--- config.mk ---
export PLATFORM = sky130hd
export DESIGN_NAME = ddec_decoder
export DESIGN_NICKNAME = d
export VERILOG_FILES = /design/src/rtl/ddec_pkg.sv /design/src/rtl/ddec_decoder.sv
export SDC_FILE = /design/constraint.sdc
export NUM_CORES = 2
export LEC_CHECK = 0
export BUFFER_PORTS_ARGS = -buffer_cell sky130_fd_sc_hd__clkbuf_2
export CAP_MARGIN = 20
export CORE_MARGIN = 5
export CORE_UTILIZATION = 55
export CTS_CLUSTER_DIAMETER = 200
export DETAILED_ROUTE_END_ITERATION = 8
export PLACE_DENSITY = 0.76
export SYNTH_ARGS = -nofsm -noshare
export SYNTH_HDL_FRONTEND = slang
export SYNTH_SLANG_ARGS = --single-unit
--- constraint.sdc ---
create_clock -name CORE_CLK -period 12.54 [get_ports CORE_CLK]
set_input_delay 0.627 -clock CORE_CLK [delete_from_list [all_inputs] [get_ports CORE_CLK]]
set_output_delay 0.627 -clock CORE_CLK [all_outputs]
set_load 0.1 [all_outputs]
--- src/rtl/ddec_pkg.sv ---
/*
 Shared constants and types of the decimal instruction decoder: two-digit
 operation codes, output unit codes, typewriter functions, fixed execution times
 in microseconds, formula terms in quarter microseconds, and the structs that carry an instruction,
 its operand facts, the decoded result and the decoder state.
 Assumes a 100 MHz core clock; all times are counted in quarter microseconds.
*/
package ddec_pkg;

   // Clock and time base
   localparam int CLK_MHZ     = 100;
   localparam int QUS_PER_US  = 4;
   localparam int TICK_CYCLES = CLK_MHZ / QUS_PER_US;

   // Operation codes, two BCD digits
   localparam logic [7:0] OPC_FLOAT_ADD = 8'h01, OPC_FLOAT_SUB = 8'h02, OPC_FLOAT_MUL = 8'h03;
   localparam logic [7:0] OPC_FLOAT_SHL = 8'h05, OPC_FLOAT_SHR = 8'h08, OPC_FLOAT_DIV = 8'h09;
   localparam logic [7:0] OPC_MUL_LIT   = 8'h13, OPC_CMP_IMM   = 8'h14, OPC_LDIV_LIT  = 8'h18;
   localparam logic [7:0] OPC_DIV_IMM   = 8'h19, OPC_MUL       = 8'h23, OPC_CMP       = 8'h24;
   localparam logic [7:0] OPC_LDIV      = 8'h28, OPC_DIV       = 8'h29, OPC_CLR_FLAG  = 8'h33;
   localparam logic [7:0] OPC_CONTROL   = 8'h34, OPC_DUMP_NUM  = 8'h35, OPC_NOOP      = 8'h41;
   localparam logic [7:0] OPC_HALT      = 8'h48, OPC_MOVE_ADDR = 8'h70, OPC_MOVE_FLAG = 8'h71;
   localparam logic [7:0] OPC_OR_FIELD  = 8'h92, OPC_CPL_OCT   = 8'h94, OPC_XOR_FIELD = 8'h95;
   localparam logic [7:0] OPC_OCT_DEC   = 8'h96, OPC_DEC_OCT   = 8'h97;

   // Unit codes in instruction digits 8-9, typewriter functions in digit 11
   localparam logic [7:0] UNIT_TYPEWRITER = 8'h01, UNIT_TAPE_PLOT = 8'h02;
   localparam logic [7:0] UNIT_CARD = 8'h04, UNIT_PRINTER = 8'h09;
   localparam logic [3:0] TYF_SPACE = 4'h1, TYF_RETURN = 4'h2, TYF_BACK = 4'h3;
   localparam logic [3:0] TYF_INDEX = 4'h4, TYF_TAB = 4'h8;

   // Fixed times in microseconds
   localparam int T_CLR_FLAG_US = 70, T_MOVE_FLAG_US = 80, T_MOVE_ADDR_US = 140, T_HALT_NOP_US = 60;

   // Formula terms in quarter microseconds (four times each printed term)
   localparam int Q_CMPU_BASE = 320, Q_CMPU_DZ = 60;
   localparam int Q_CMPL_BASE = 260, Q_CMPL_DQ = 20, Q_CMPL_DP = 40;
   localparam int Q_LOGIC_BASE = 240, Q_LOGIC_DQ = 80;
   localparam int Q_DTO_BASE = 1240, Q_DTO_TQ = 40, Q_DTO_TQ2 = 165;
   localparam int Q_DIV_BASE = 240, Q_DIV_QT = 540, Q_DIV_DVQT = 390;
   localparam int Q_FLOAT_ADD_BASE = 600, Q_FLOAT_ADD_L = 88, Q_RECOMP_L = 40;
   localparam int Q_FLOAT_DIVIDE_BASE = 1380, Q_FLOAT_DIVIDE_L = 1080, Q_FLOAT_DIVIDE_L2 = 390;
   localparam int Q_FLOAT_MULTIPLY_BASE = 1120, Q_FLOAT_MULTIPLY_L = 120, Q_MUL_LZ = 160, Q_MUL_PROD = 160;
   localparam int Q_FSH_BASE = 280, Q_FSH_L = 80;
   localparam int Q_LD_BASE = 700, Q_LD_DN = 60;
   localparam int Q_MUL_BASE = 640, Q_MUL_DQ = 40;
   localparam int Q_OTD_BASE = 1120, Q_OTD_DQ = 40;
   localparam int Q_MIN = 1;

   typedef enum logic [4:0] {
      OP_ILLEGAL = 5'b00000, OP_FLOAT_ADD = 5'b00001, OP_FLOAT_SUB = 5'b00010, OP_FLOAT_MUL = 5'b00011,
      OP_FLOAT_SHL = 5'b00100, OP_FLOAT_SHR = 5'b00101, OP_FLOAT_DIV = 5'b00110, OP_MULTIPLY = 5'b00111,
      OP_COMPARE = 5'b01000, OP_LOAD_DIV = 5'b01001, OP_DIVIDE = 5'b01010, OP_CLR_FLAG = 5'b01011,
      OP_CONTROL = 5'b01100, OP_DUMP_NUM = 5'b01101, OP_NOOP = 5'b01110, OP_HALT = 5'b01111,
      OP_MOVE_ADDR = 5'b10000, OP_MOVE_FLAG = 5'b10001, OP_OR_FIELD = 5'b10010, OP_CPL_OCT = 5'b10011,
      OP_XOR_FIELD = 5'b10100, OP_OCT_DEC = 5'b10101, OP_DEC_OCT = 5'b10110
   } ddec_op_t;

   typedef enum logic [2:0] {
      PR_NONE = 3'b000, PR_UNITS = 3'b001, PR_FLAG = 3'b010, PR_HIGH_ORDER = 3'b011,
      PR_EXPONENT = 3'b100, PR_PRODUCT = 3'b101, PR_TABLE = 3'b110, PR_FIRST_CHAR = 3'b111
   } ddec_prole_t;

   typedef enum logic [2:0] {
      QR_NONE = 3'b000, QR_UNITS = 3'b001, QR_IMMEDIATE = 3'b010, QR_FLAG = 3'b011,
      QR_EXPONENT = 3'b100, QR_POW8 = 3'b101, QR_UNIT_SEL = 3'b110
   } ddec_qrole_t;

   typedef enum logic [0:0] {ST_IDLE = 1'b0, ST_EXEC = 1'b1} ddec_state_t;

   typedef struct packed {
      logic [7:0] opcode;
      logic [7:0] unit;
      logic [3:0] q10;
      logic [3:0] func;
      logic       p_flag;
      logic       q_flag;
   } ddec_instr_t;

   typedef struct packed {
      logic [7:0] dq, dp, dz, l, lz, lgain, tq, qt, dv, dn, chars;
      logic       signs_unlike;
      logic       q_gt_p;
   } ddec_facts_t;

   typedef struct packed {
      ddec_op_t    op;
      ddec_prole_t p_role;
      ddec_qrole_t q_role;
      logic        q_immediate;
      logic        p_indirect;
      logic        q_indirect;
      logic        recomp;
      logic        interlock_only;
      logic        illegal;
      logic [7:0]  unit;
      logic [3:0]  func;
   } ddec_decode_t;

   typedef struct packed {
      ddec_state_t  state;
      ddec_decode_t dec;
      logic [31:0]  rem_qus;
      logic [15:0]  pre;
      logic [31:0]  time_qus;
      logic [31:0]  motion_qus;
      logic [31:0]  tail_qus;
      logic [15:0]  tail_pre;
      logic         halted;
      logic         done;
   } ddec_regs_t;

endpackage

--- src/rtl/ddec_decoder.sv ---
/*
 Decimal instruction decoder and execution timer. Takes one instruction at a
 time, decodes how its P and Q addresses are used, and holds the processor
 interlocked for the documented execution time.
 Assumes operand lengths and sign facts come from the storage sequencer with
 the instruction, and that all inputs are synchronous to CORE_CLK.
*/
`timescale 1ns/1ps

module ddec_decoder
   import ddec_pkg::*;
#(
   parameter int TICK                = TICK_CYCLES,
   parameter int TYPE_SHORT_MS       = 56,
   parameter int TYPE_RETURN_MS      = 124,
   parameter int TYPE_RETURN_TOTAL_MS = 800,
   parameter int TYPE_TAB_TOTAL_MS   = 250,
   parameter int CARD_OUT_US         = 1700,
   parameter int PRINTER_OUT_US      = 2100,
   parameter int PLOTTER_OUT_US      = 200,
   parameter int TYPE_CHAR_US        = 64516,
   parameter int PRINTER_CTRL_US     = 2100
) (
   input  wire logic         CORE_CLK,
   input  wire logic         RESET,
   input  wire logic         CLK_EN,
   input  wire logic         INSTR_VALID,
   input  wire ddec_instr_t  INSTR,
   input  wire ddec_facts_t  FACTS,
   input  wire logic         INDIRECT_ON,
   input  wire logic         OPER_RESTART,
   output      logic         INSTR_READY,
   output      ddec_decode_t DECODE,
   output      logic         EXEC_BUSY,
   output      logic         EXEC_DONE,
   output      logic [31:0]  EXEC_QUS,
   output      logic         HALTED,
   output      logic         TYPE_BUSY
);

   ////////////////////////////////////////////////////////////////////////////
   // Decode of operation code and address roles

   function automatic ddec_decode_t decode_op(input ddec_instr_t i, input logic ind_on);
      ddec_decode_t d;
      logic         p_ok;
      logic         q_ok;
      d = '0;
      d.op = OP_ILLEGAL;
      d.unit = i.unit;
      d.func = i.func;
      p_ok = 1'b1;
      q_ok = 1'b1;
      case (i.opcode)
         OPC_CLR_FLAG: begin
            d.op = OP_CLR_FLAG;
            d.p_role = PR_FLAG;
            q_ok = 1'b0;
         end
         OPC_CMP, OPC_CMP_IMM: begin
            d.op = OP_COMPARE;
            d.p_role = PR_UNITS;
            d.q_role = (i.opcode == OPC_CMP_IMM) ? QR_IMMEDIATE : QR_UNITS;
            d.q_immediate = (i.opcode == OPC_CMP_IMM);
            q_ok = (i.opcode == OPC_CMP);
         end
         OPC_OR_FIELD, OPC_CPL_OCT, OPC_XOR_FIELD: begin
            d.op = (i.opcode == OPC_OR_FIELD) ? OP_OR_FIELD :
                   (i.opcode == OPC_CPL_OCT) ? OP_CPL_OCT : OP_XOR_FIELD;
            d.p_role = PR_UNITS;
            d.q_role = QR_UNITS;
         end
         OPC_DEC_OCT: begin
            d.op = OP_DEC_OCT;
            d.p_role = PR_HIGH_ORDER;
            d.q_role = QR_POW8;
         end
         OPC_DIV, OPC_DIV_IMM: begin
            d.op = OP_DIVIDE;
            d.p_role = PR_PRODUCT;
            d.q_role = (i.opcode == OPC_DIV_IMM) ? QR_IMMEDIATE : QR_UNITS;
            d.q_immediate = (i.opcode == OPC_DIV_IMM);
            q_ok = (i.opcode == OPC_DIV);
         end
         OPC_LDIV, OPC_LDIV_LIT: begin
            d.op = OP_LOAD_DIV;
            d.p_role = PR_PRODUCT;
            d.q_role = (i.opcode == OPC_LDIV_LIT) ? QR_IMMEDIATE : QR_UNITS;
            d.q_immediate = (i.opcode == OPC_LDIV_LIT);
            q_ok = (i.opcode == OPC_LDIV);
         end
         OPC_DUMP_NUM: begin
            d.op = OP_DUMP_NUM;
            d.p_role = PR_FIRST_CHAR;
            d.q_role = QR_UNIT_SEL;
            d.interlock_only = 1'b1;
            q_ok = 1'b0;
         end
         OPC_CONTROL: begin
            d.op = OP_CONTROL;
            d.q_role = QR_UNIT_SEL;
            d.interlock_only = (i.unit == UNIT_TYPEWRITER) && (i.func == TYF_RETURN || i.func == TYF_TAB);
            p_ok = 1'b0;
            q_ok = 1'b0;
         end
         OPC_FLOAT_ADD, OPC_FLOAT_SUB, OPC_FLOAT_DIV, OPC_FLOAT_MUL: begin
            d.op = (i.opcode == OPC_FLOAT_ADD) ? OP_FLOAT_ADD :
                   (i.opcode == OPC_FLOAT_SUB) ? OP_FLOAT_SUB :
                   (i.opcode == OPC_FLOAT_DIV) ? OP_FLOAT_DIV : OP_FLOAT_MUL;
            d.p_role = PR_EXPONENT;
            d.q_role = QR_EXPONENT;
         end
         OPC_FLOAT_SHL: begin
            d.op = OP_FLOAT_SHL;
            d.p_role = PR_HIGH_ORDER;
            d.q_role = QR_UNITS;
         end
         OPC_FLOAT_SHR: begin
            d.op = OP_FLOAT_SHR;
            d.p_role = PR_UNITS;
            d.q_role = QR_UNITS;
         end
         OPC_MOVE_ADDR: begin
            d.op = OP_MOVE_ADDR;
            d.p_role = PR_UNITS;
            d.q_role = QR_UNITS;
         end
         OPC_MOVE_FLAG: begin
            d.op = OP_MOVE_FLAG;
            d.p_role = PR_FLAG;
            d.q_role = QR_FLAG;
         end
         OPC_MUL, OPC_MUL_LIT: begin
            d.op = OP_MULTIPLY;
            d.p_role = PR_UNITS;
            d.q_role = (i.opcode == OPC_MUL_LIT) ? QR_IMMEDIATE : QR_UNITS;
            d.q_immediate = (i.opcode == OPC_MUL_LIT);
            q_ok = (i.opcode == OPC_MUL);
         end
         OPC_OCT_DEC: begin
            d.op = OP_OCT_DEC;
            d.p_role = PR_TABLE;
            d.q_role = QR_UNITS;
         end
         OPC_HALT, OPC_NOOP: begin
            d.op = (i.opcode == OPC_HALT) ? OP_HALT : OP_NOOP;
            p_ok = 1'b0;
            q_ok = 1'b0;
         end
         default: begin
            d.illegal = 1'b1;
            p_ok = 1'b0;
            q_ok = 1'b0;
         end
      endcase
      // Indirect resolution only where the operand allows it
      d.p_indirect = ind_on && i.p_flag && p_ok;
      d.q_indirect = ind_on && i.q_flag && q_ok;
      return d;
   endfunction

   ////////////////////////////////////////////////////////////////////////////
   // Execution time in quarter microseconds; [63:32] interlock, [31:0] total

   function automatic logic [63:0] exec_time(input ddec_decode_t d, input ddec_facts_t f);
      logic [31:0] il;
      logic [31:0] tot;
      logic [31:0] live;
      il = 32'(Q_MIN);
      live = (f.lz > f.l) ? 32'd0 : 32'(f.l - f.lz);
      case (d.op)
         OP_CLR_FLAG:  il = 32'(T_CLR_FLAG_US * QUS_PER_US);
         OP_COMPARE:   il = f.signs_unlike ? 32'(Q_CMPU_BASE + Q_CMPU_DZ * int'(f.dz))
                                           : 32'(Q_CMPL_BASE + Q_CMPL_DQ * int'(f.dq) + Q_CMPL_DP * int'(f.dp));
         OP_OR_FIELD, OP_CPL_OCT, OP_XOR_FIELD:
                       il = 32'(Q_LOGIC_BASE + Q_LOGIC_DQ * int'(f.dq));
         OP_DEC_OCT:   il = 32'(Q_DTO_BASE + Q_DTO_TQ * int'(f.tq) + Q_DTO_TQ2 * int'(f.tq) * (int'(f.tq) + 1));
         OP_DIVIDE:    il = 32'(Q_DIV_BASE + Q_DIV_QT * int'(f.qt) + Q_DIV_DVQT * int'(f.dv) * int'(f.qt));
         OP_LOAD_DIV:  il = 32'(Q_LD_BASE + Q_LD_DN * int'(f.dn));
         OP_FLOAT_ADD, OP_FLOAT_SUB:
                       il = 32'(Q_FLOAT_ADD_BASE + Q_FLOAT_ADD_L * int'(f.l)) +
                            (d.recomp ? 32'(Q_RECOMP_L * int'(f.l)) : 32'd0);
         OP_FLOAT_DIV: il = 32'(Q_FLOAT_DIVIDE_BASE + Q_FLOAT_DIVIDE_L * int'(f.l) + Q_FLOAT_DIVIDE_L2 * int'(f.l) * int'(f.l));
         OP_FLOAT_MUL: il = 32'(Q_FLOAT_MULTIPLY_BASE + Q_FLOAT_MULTIPLY_L * int'(f.l) + Q_MUL_LZ * int'(f.lz)
                            + Q_MUL_PROD * int'(f.l) * int'(live));
         OP_FLOAT_SHL: il = 32'(Q_FSH_BASE + Q_FSH_L * int'(f.l) + Q_FSH_L * int'(f.lgain));
         OP_FLOAT_SHR: il = 32'(Q_FSH_BASE + Q_FSH_L * int'(f.l));
         OP_MULTIPLY:  il = 32'(Q_MUL_BASE + Q_MUL_DQ * int'(f.dq) + Q_MUL_LZ * int'(f.lz)
                            + Q_MUL_PROD * int'(f.dp) * ((f.lz > f.dq) ? 0 : int'(f.dq) - int'(f.lz)));
         OP_OCT_DEC:   il = 32'(Q_OTD_BASE + Q_OTD_DQ * int'(f.dq) * (2 * int'(f.dq) - 1));
         OP_MOVE_ADDR: il = 32'(T_MOVE_ADDR_US * QUS_PER_US);
         OP_MOVE_FLAG: il = 32'(T_MOVE_FLAG_US * QUS_PER_US);
         OP_HALT, OP_NOOP: il = 32'(T_HALT_NOP_US * QUS_PER_US);
         OP_DUMP_NUM: begin
            case (d.unit)
               UNIT_CARD:       il = 32'(CARD_OUT_US * QUS_PER_US);
               UNIT_PRINTER:    il = 32'(PRINTER_OUT_US * QUS_PER_US);
               UNIT_TAPE_PLOT:  il = 32'(PLOTTER_OUT_US * QUS_PER_US);
               UNIT_TYPEWRITER: il = 32'(TYPE_CHAR_US * QUS_PER_US) * 32'(f.chars);
               default:         il = 32'(Q_MIN);
            endcase
         end
         OP_CONTROL: begin
            if (d.unit == UNIT_TYPEWRITER) begin
               il = (d.func == TYF_RETURN || d.func == TYF_INDEX) ? 32'(TYPE_RETURN_MS * 1000 * QUS_PER_US)
                                                                  : 32'(TYPE_SHORT_MS * 1000 * QUS_PER_US);
            end else begin
               il = 32'(PRINTER_CTRL_US * QUS_PER_US);
            end
         end
         default:      il = 32'(Q_MIN);
      endcase
      tot = il;
      if (d.op == OP_CONTROL && d.unit == UNIT_TYPEWRITER && d.func == TYF_RETURN) begin
         tot = 32'(TYPE_RETURN_TOTAL_MS * 1000 * QUS_PER_US);
      end
      if (d.op == OP_CONTROL && d.unit == UNIT_TYPEWRITER && d.func == TYF_TAB) begin
         tot = 32'(TYPE_TAB_TOTAL_MS * 1000 * QUS_PER_US);
      end
      if (il == 32'd0) begin
         il = 32'(Q_MIN);
      end
      return {il, tot};
   endfunction

   ////////////////////////////////////////////////////////////////////////////
   // Sequencing

   ddec_regs_t   r_reg;
   ddec_regs_t   r_next;
   ddec_decode_t dec_in;
   logic [63:0]  times;
   logic         uses_type;
   logic         accept;

   // Decode is combinational on the offered instruction; only latched on accept
   always_comb begin
      dec_in = decode_op(INSTR, INDIRECT_ON);
      dec_in.recomp = ((INSTR.opcode == OPC_FLOAT_SUB) && !FACTS.signs_unlike && FACTS.q_gt_p) ||
                      ((INSTR.opcode == OPC_FLOAT_ADD) && FACTS.signs_unlike && FACTS.q_gt_p);
      times = exec_time(dec_in, FACTS);
      // A typewriter op waits while the carriage is still moving
      uses_type = (INSTR.opcode == OPC_CONTROL || INSTR.opcode == OPC_DUMP_NUM) && INSTR.unit == UNIT_TYPEWRITER;
      INSTR_READY = (r_reg.state == ST_IDLE) && !r_reg.halted && !(uses_type && r_reg.tail_qus != 32'd0);
      accept = INSTR_VALID && INSTR_READY && CLK_EN;
   end

   // Next state: interlock timer, halt latch and trailing motion timer
   always_comb begin
      r_next = r_reg;
      r_next.done = 1'b0;
      if (OPER_RESTART) begin
         r_next.halted = 1'b0;
      end
      case (r_reg.state)
         ST_IDLE: begin
            if (accept) begin
               r_next.state = ST_EXEC;
               r_next.dec = dec_in;
               r_next.rem_qus = times[63:32];
               r_next.time_qus = times[63:32];
               r_next.motion_qus = times[31:0] - times[63:32];
               r_next.pre = 16'h0000;
            end
         end
         ST_EXEC: begin
            if (r_reg.pre == 16'(TICK - 1)) begin
               r_next.pre = 16'h0000;
               if (r_reg.rem_qus == 32'h0000_0001) begin
                  r_next.state = ST_IDLE;
                  r_next.done = 1'b1;
                  r_next.halted = (r_reg.dec.op == OP_HALT);
                  if (r_reg.motion_qus != 32'd0) begin
                     r_next.tail_qus = r_reg.motion_qus;
                     r_next.tail_pre = 16'h0000;
                  end
               end else begin
                  r_next.rem_qus = r_reg.rem_qus - 32'h0000_0001;
               end
            end else begin
               r_next.pre = r_reg.pre + 16'h0001;
            end
         end
         default: begin
            r_next.state = ST_IDLE;
         end
      endcase
      // Carriage keeps moving after the processor is released
      if (r_reg.tail_qus != 32'd0 && !(r_next.done && r_reg.motion_qus != 32'd0)) begin
         if (r_reg.tail_pre == 16'(TICK - 1)) begin
            r_next.tail_pre = 16'h0000;
            r_next.tail_qus = r_reg.tail_qus - 32'h0000_0001;
         end else begin
            r_next.tail_pre = r_reg.tail_pre + 16'h0001;
         end
      end
   end

   // State register, frozen while the clock enable is low
   always_ff @(posedge CORE_CLK or posedge RESET) begin
      if (RESET) begin
         r_reg <= '0;
      end else if (CLK_EN) begin
         r_reg <= r_next;
      end
   end

   assign DECODE    = r_reg.dec;
   assign EXEC_BUSY = (r_reg.state == ST_EXEC);
   assign EXEC_DONE = r_reg.done;
   assign EXEC_QUS  = r_reg.time_qus;
   assign HALTED    = r_reg.halted;
   assign TYPE_BUSY = (r_reg.tail_qus != 32'd0);

endmodule

==> results.md <==
- Hold Buf Count CTS: 0
- Most used cell, CP: fa_1
- R2r endpoint: r_reg[125]
- I/O Buffers: between 150 and 200
- DP Wirelength: roughly 170000 um
- Max incr delay on CP: between 500 and 600 ps
- Synth Warn #: 0
- Status: finished clean
- Largest net degree at the start of global routing: 149
- Commonest non-fill, non-tap cell in the layout: inv_1
- Most frequent cells in the layout: 1062 x inv_1, 996 x buf_4, 796 x ha_1
- Slew headroom: 14.6%
- CP arrival: around 13000 ps
- Actual slew at the worst max-slew pin: 1270 ps
- Cells on worst reg2reg path: 16
- Worst EP required: about 13000 ps
- Setup crit end kind: flop
- Row cnt: about 120
- GR Overflow Total: 0
- Post-layout net count: ~9700
- Avg WL per Cell: 20.8 um
- Adder-Cell Fraction of Synth Area: 42.3%
- P&R area growth vs syn: 20.3%
- First-pass GRT wire length: 302000 um
- #FFs+latches synth: 192
- DP Area: 66600 sq um
- Hold Violations, Final: 0
- CTS Root Cell: clkbuf_16
- Synthesized area: 57800 sq um
- Inst Count DP: approximately 9300
- Die Span X: 334 um
- Share of cells above drive strength 1: 20.1%
- Reg2reg start: r_reg[18]
- Hold WC Path Type: in -> async
- Total track usage: about a third
- Post-Layout Cell Count: 9430
- Post-synth EDFFs: 0
- Setup-failing EPs final: 0
- Iteration-0 DRC Markers: ~4800
- Largest family of logic cells by synthesized area: adder cells
- Post-synthesis mux area share: 0.485%
- Simple-gate share of the synthesized area: 18.9%
- Syn Nets: 8692
- Peak fanout along the critical path: 3
- Final setup margin: 105 ps
- Clock Pin Slew Worst Setup and Hold Paths: 80 ps
- Initial Util: between 50% and 60%
- Die footprint: ~110000 sq um
- CP startpoint kind: primary input
- CORE AREA: 105000 sq um
- Final WL: approximately 200000 um
- Antenna Violating Nets Remaining: 0
- CTS Buf Count: 17
- I/O Pins: 188
- Die H: ~330 um
- Cell area after layout: 69500 sq um
- FF-to-FF setup slack: 7160 ps
- Syn Area/Cell: 8.22 sq um
- CTS tree: yes
- Post-synthesis xor/xnor area fraction: 6.22%
- H-Tree Depth: 4
- Worst skew pair latency: 470 ps
- Fmax: 0.0804 GHz
- Synth Flop Type: dfrtp_1
- Critical-path top delay cell: or4_4
- GPL Wtd Cong: 1.08
- Maxcap violations: 0
- Clock skew: 32.6 ps
- Mapped Cells: around 7000
- Max Slew Vio Count: 0
- Initial antenna violation count: 22
- CP Class: in -> reg
- Vias in the first global route: 55600
- RSZ-0062 raised after global routing: yes
- Period minus WS final: 12440 ps
- Clk sinks: 192
- Clock tree buffer depth: 2
- Compound-gate portion of the synthesized area: 14.8%
- # DRC: 0
- Pre-CTS setup slack: -781 ps
- Via/cell ratio: ~5.9
- Ys async rst share: 100%
- Via count: 55300
- Max FFs per register: 128
- Router iterations before antenna repair: 6
- Crit share post-route: 99.2%
- Distinct cell type count after synthesis: 117
- Post-synthesis sequential area ratio: between 8 and 9%
-- metal layers --
layer / wire length (um) / track usage (%) / up-vias
met5: 69 / 0 / -
met4: 9730 / 12.9 / 10
met3: 16000 / 5.77 / 507
met2: 92000 / 57.2 / 2237
met1: 78700 / 43.8 / 27100
li1: - / - / 25400
-- per-stage QoR --
stage / util (%) / hold slack [ps] / setup TNS, ps
after CTS: 64.3 / 366 / 0
after global routing: 66.3 / 121 / -595
after global placement: 63.6 / 459 / -1710
after floorplan: - / 440 / 0
after detailed placement: 63.6 / 462 / -3030
final: 66.3 / 108 / 0
-- Yosys cell counts (60+ instances only) --
cell type / number / area [sq um]
xnor2_1: 253 / 2220
nor3_1: 143 / 716
nor2_1: 493 / 1850
xor2_1: 153 / 1340
inv_1: 1080 / 4050
a21oi_1: 339 / 1700
and2_1: 156 / 976
dfrtp_1: 192 / 4800
nand2b_1: 80 / 500
nand3_1: 140 / 701
nand2_1: 781 / 2930
nor2b_1: 76 / 475
buf_4: 61 / 458
clkbuf_1: 147 / 552
ha_1: 848 / 10600
fa_1: 690 / 13800
o21a_1: 60 / 450
o21ai_0: 241 / 1210
a21o_1: 139 / 1040
-- final cells by class --
class,instances,area (sq um)
multi-input cells,5516,49500
fillers,8560,35300
repair buffers,1199,8700
flip-flops and latches,192,4800
inverters,1087,4100
well taps,1391,1740
clock buffers,21,470
clock inverters,10,150
diodes,14,35.0
-- worst max-delay path, delay by kind of cell --
kind	cells	cell delay [ps]
adder cells (fa/ha/maj)	13	5130
AO/OA/AOI/OAI	20	4030
AND/OR/NAND/NOR	8	1960
buffers and inverters	10	740
XOR/XNOR	2	250
-- how the worst max path moves through the flow --
stage	start	endpoint	depth (start not counted)
final	FACTS[39]	r_reg[80]	53
after CTS	FACTS[64]	r_reg[80]	56
after global routing	FACTS[24]	r_reg[80]	59
after floorplan	FACTS[64]	r_reg[80]	54
after global placement	FACTS[59]	r_reg[80]	53
after detailed placement	FACTS[64]	r_reg[80]	53
-- repair_timing --
action / 4_1_cts / 5_1_grt
buffers inserted: 5 / 54
pin swaps: 17 / 197
gates resized for setup: 40 / 316
setup endpoints to repair: 3 / 15
-- kinds of logic after synthesis --
kind of cell             after synthesis
adder cells (fa/ha/maj)             1538
AO/OA/AOI/OAI                       1292
AND/OR/NAND/NOR                     2251
buffers and inverters               1324
XOR/XNOR                             408
multiplexers                          27
flip-flops                           192
Power is left out: the tool's default activity adds up to more than one toggle a clock period on the data nets, which glitch-free logic cannot reach.
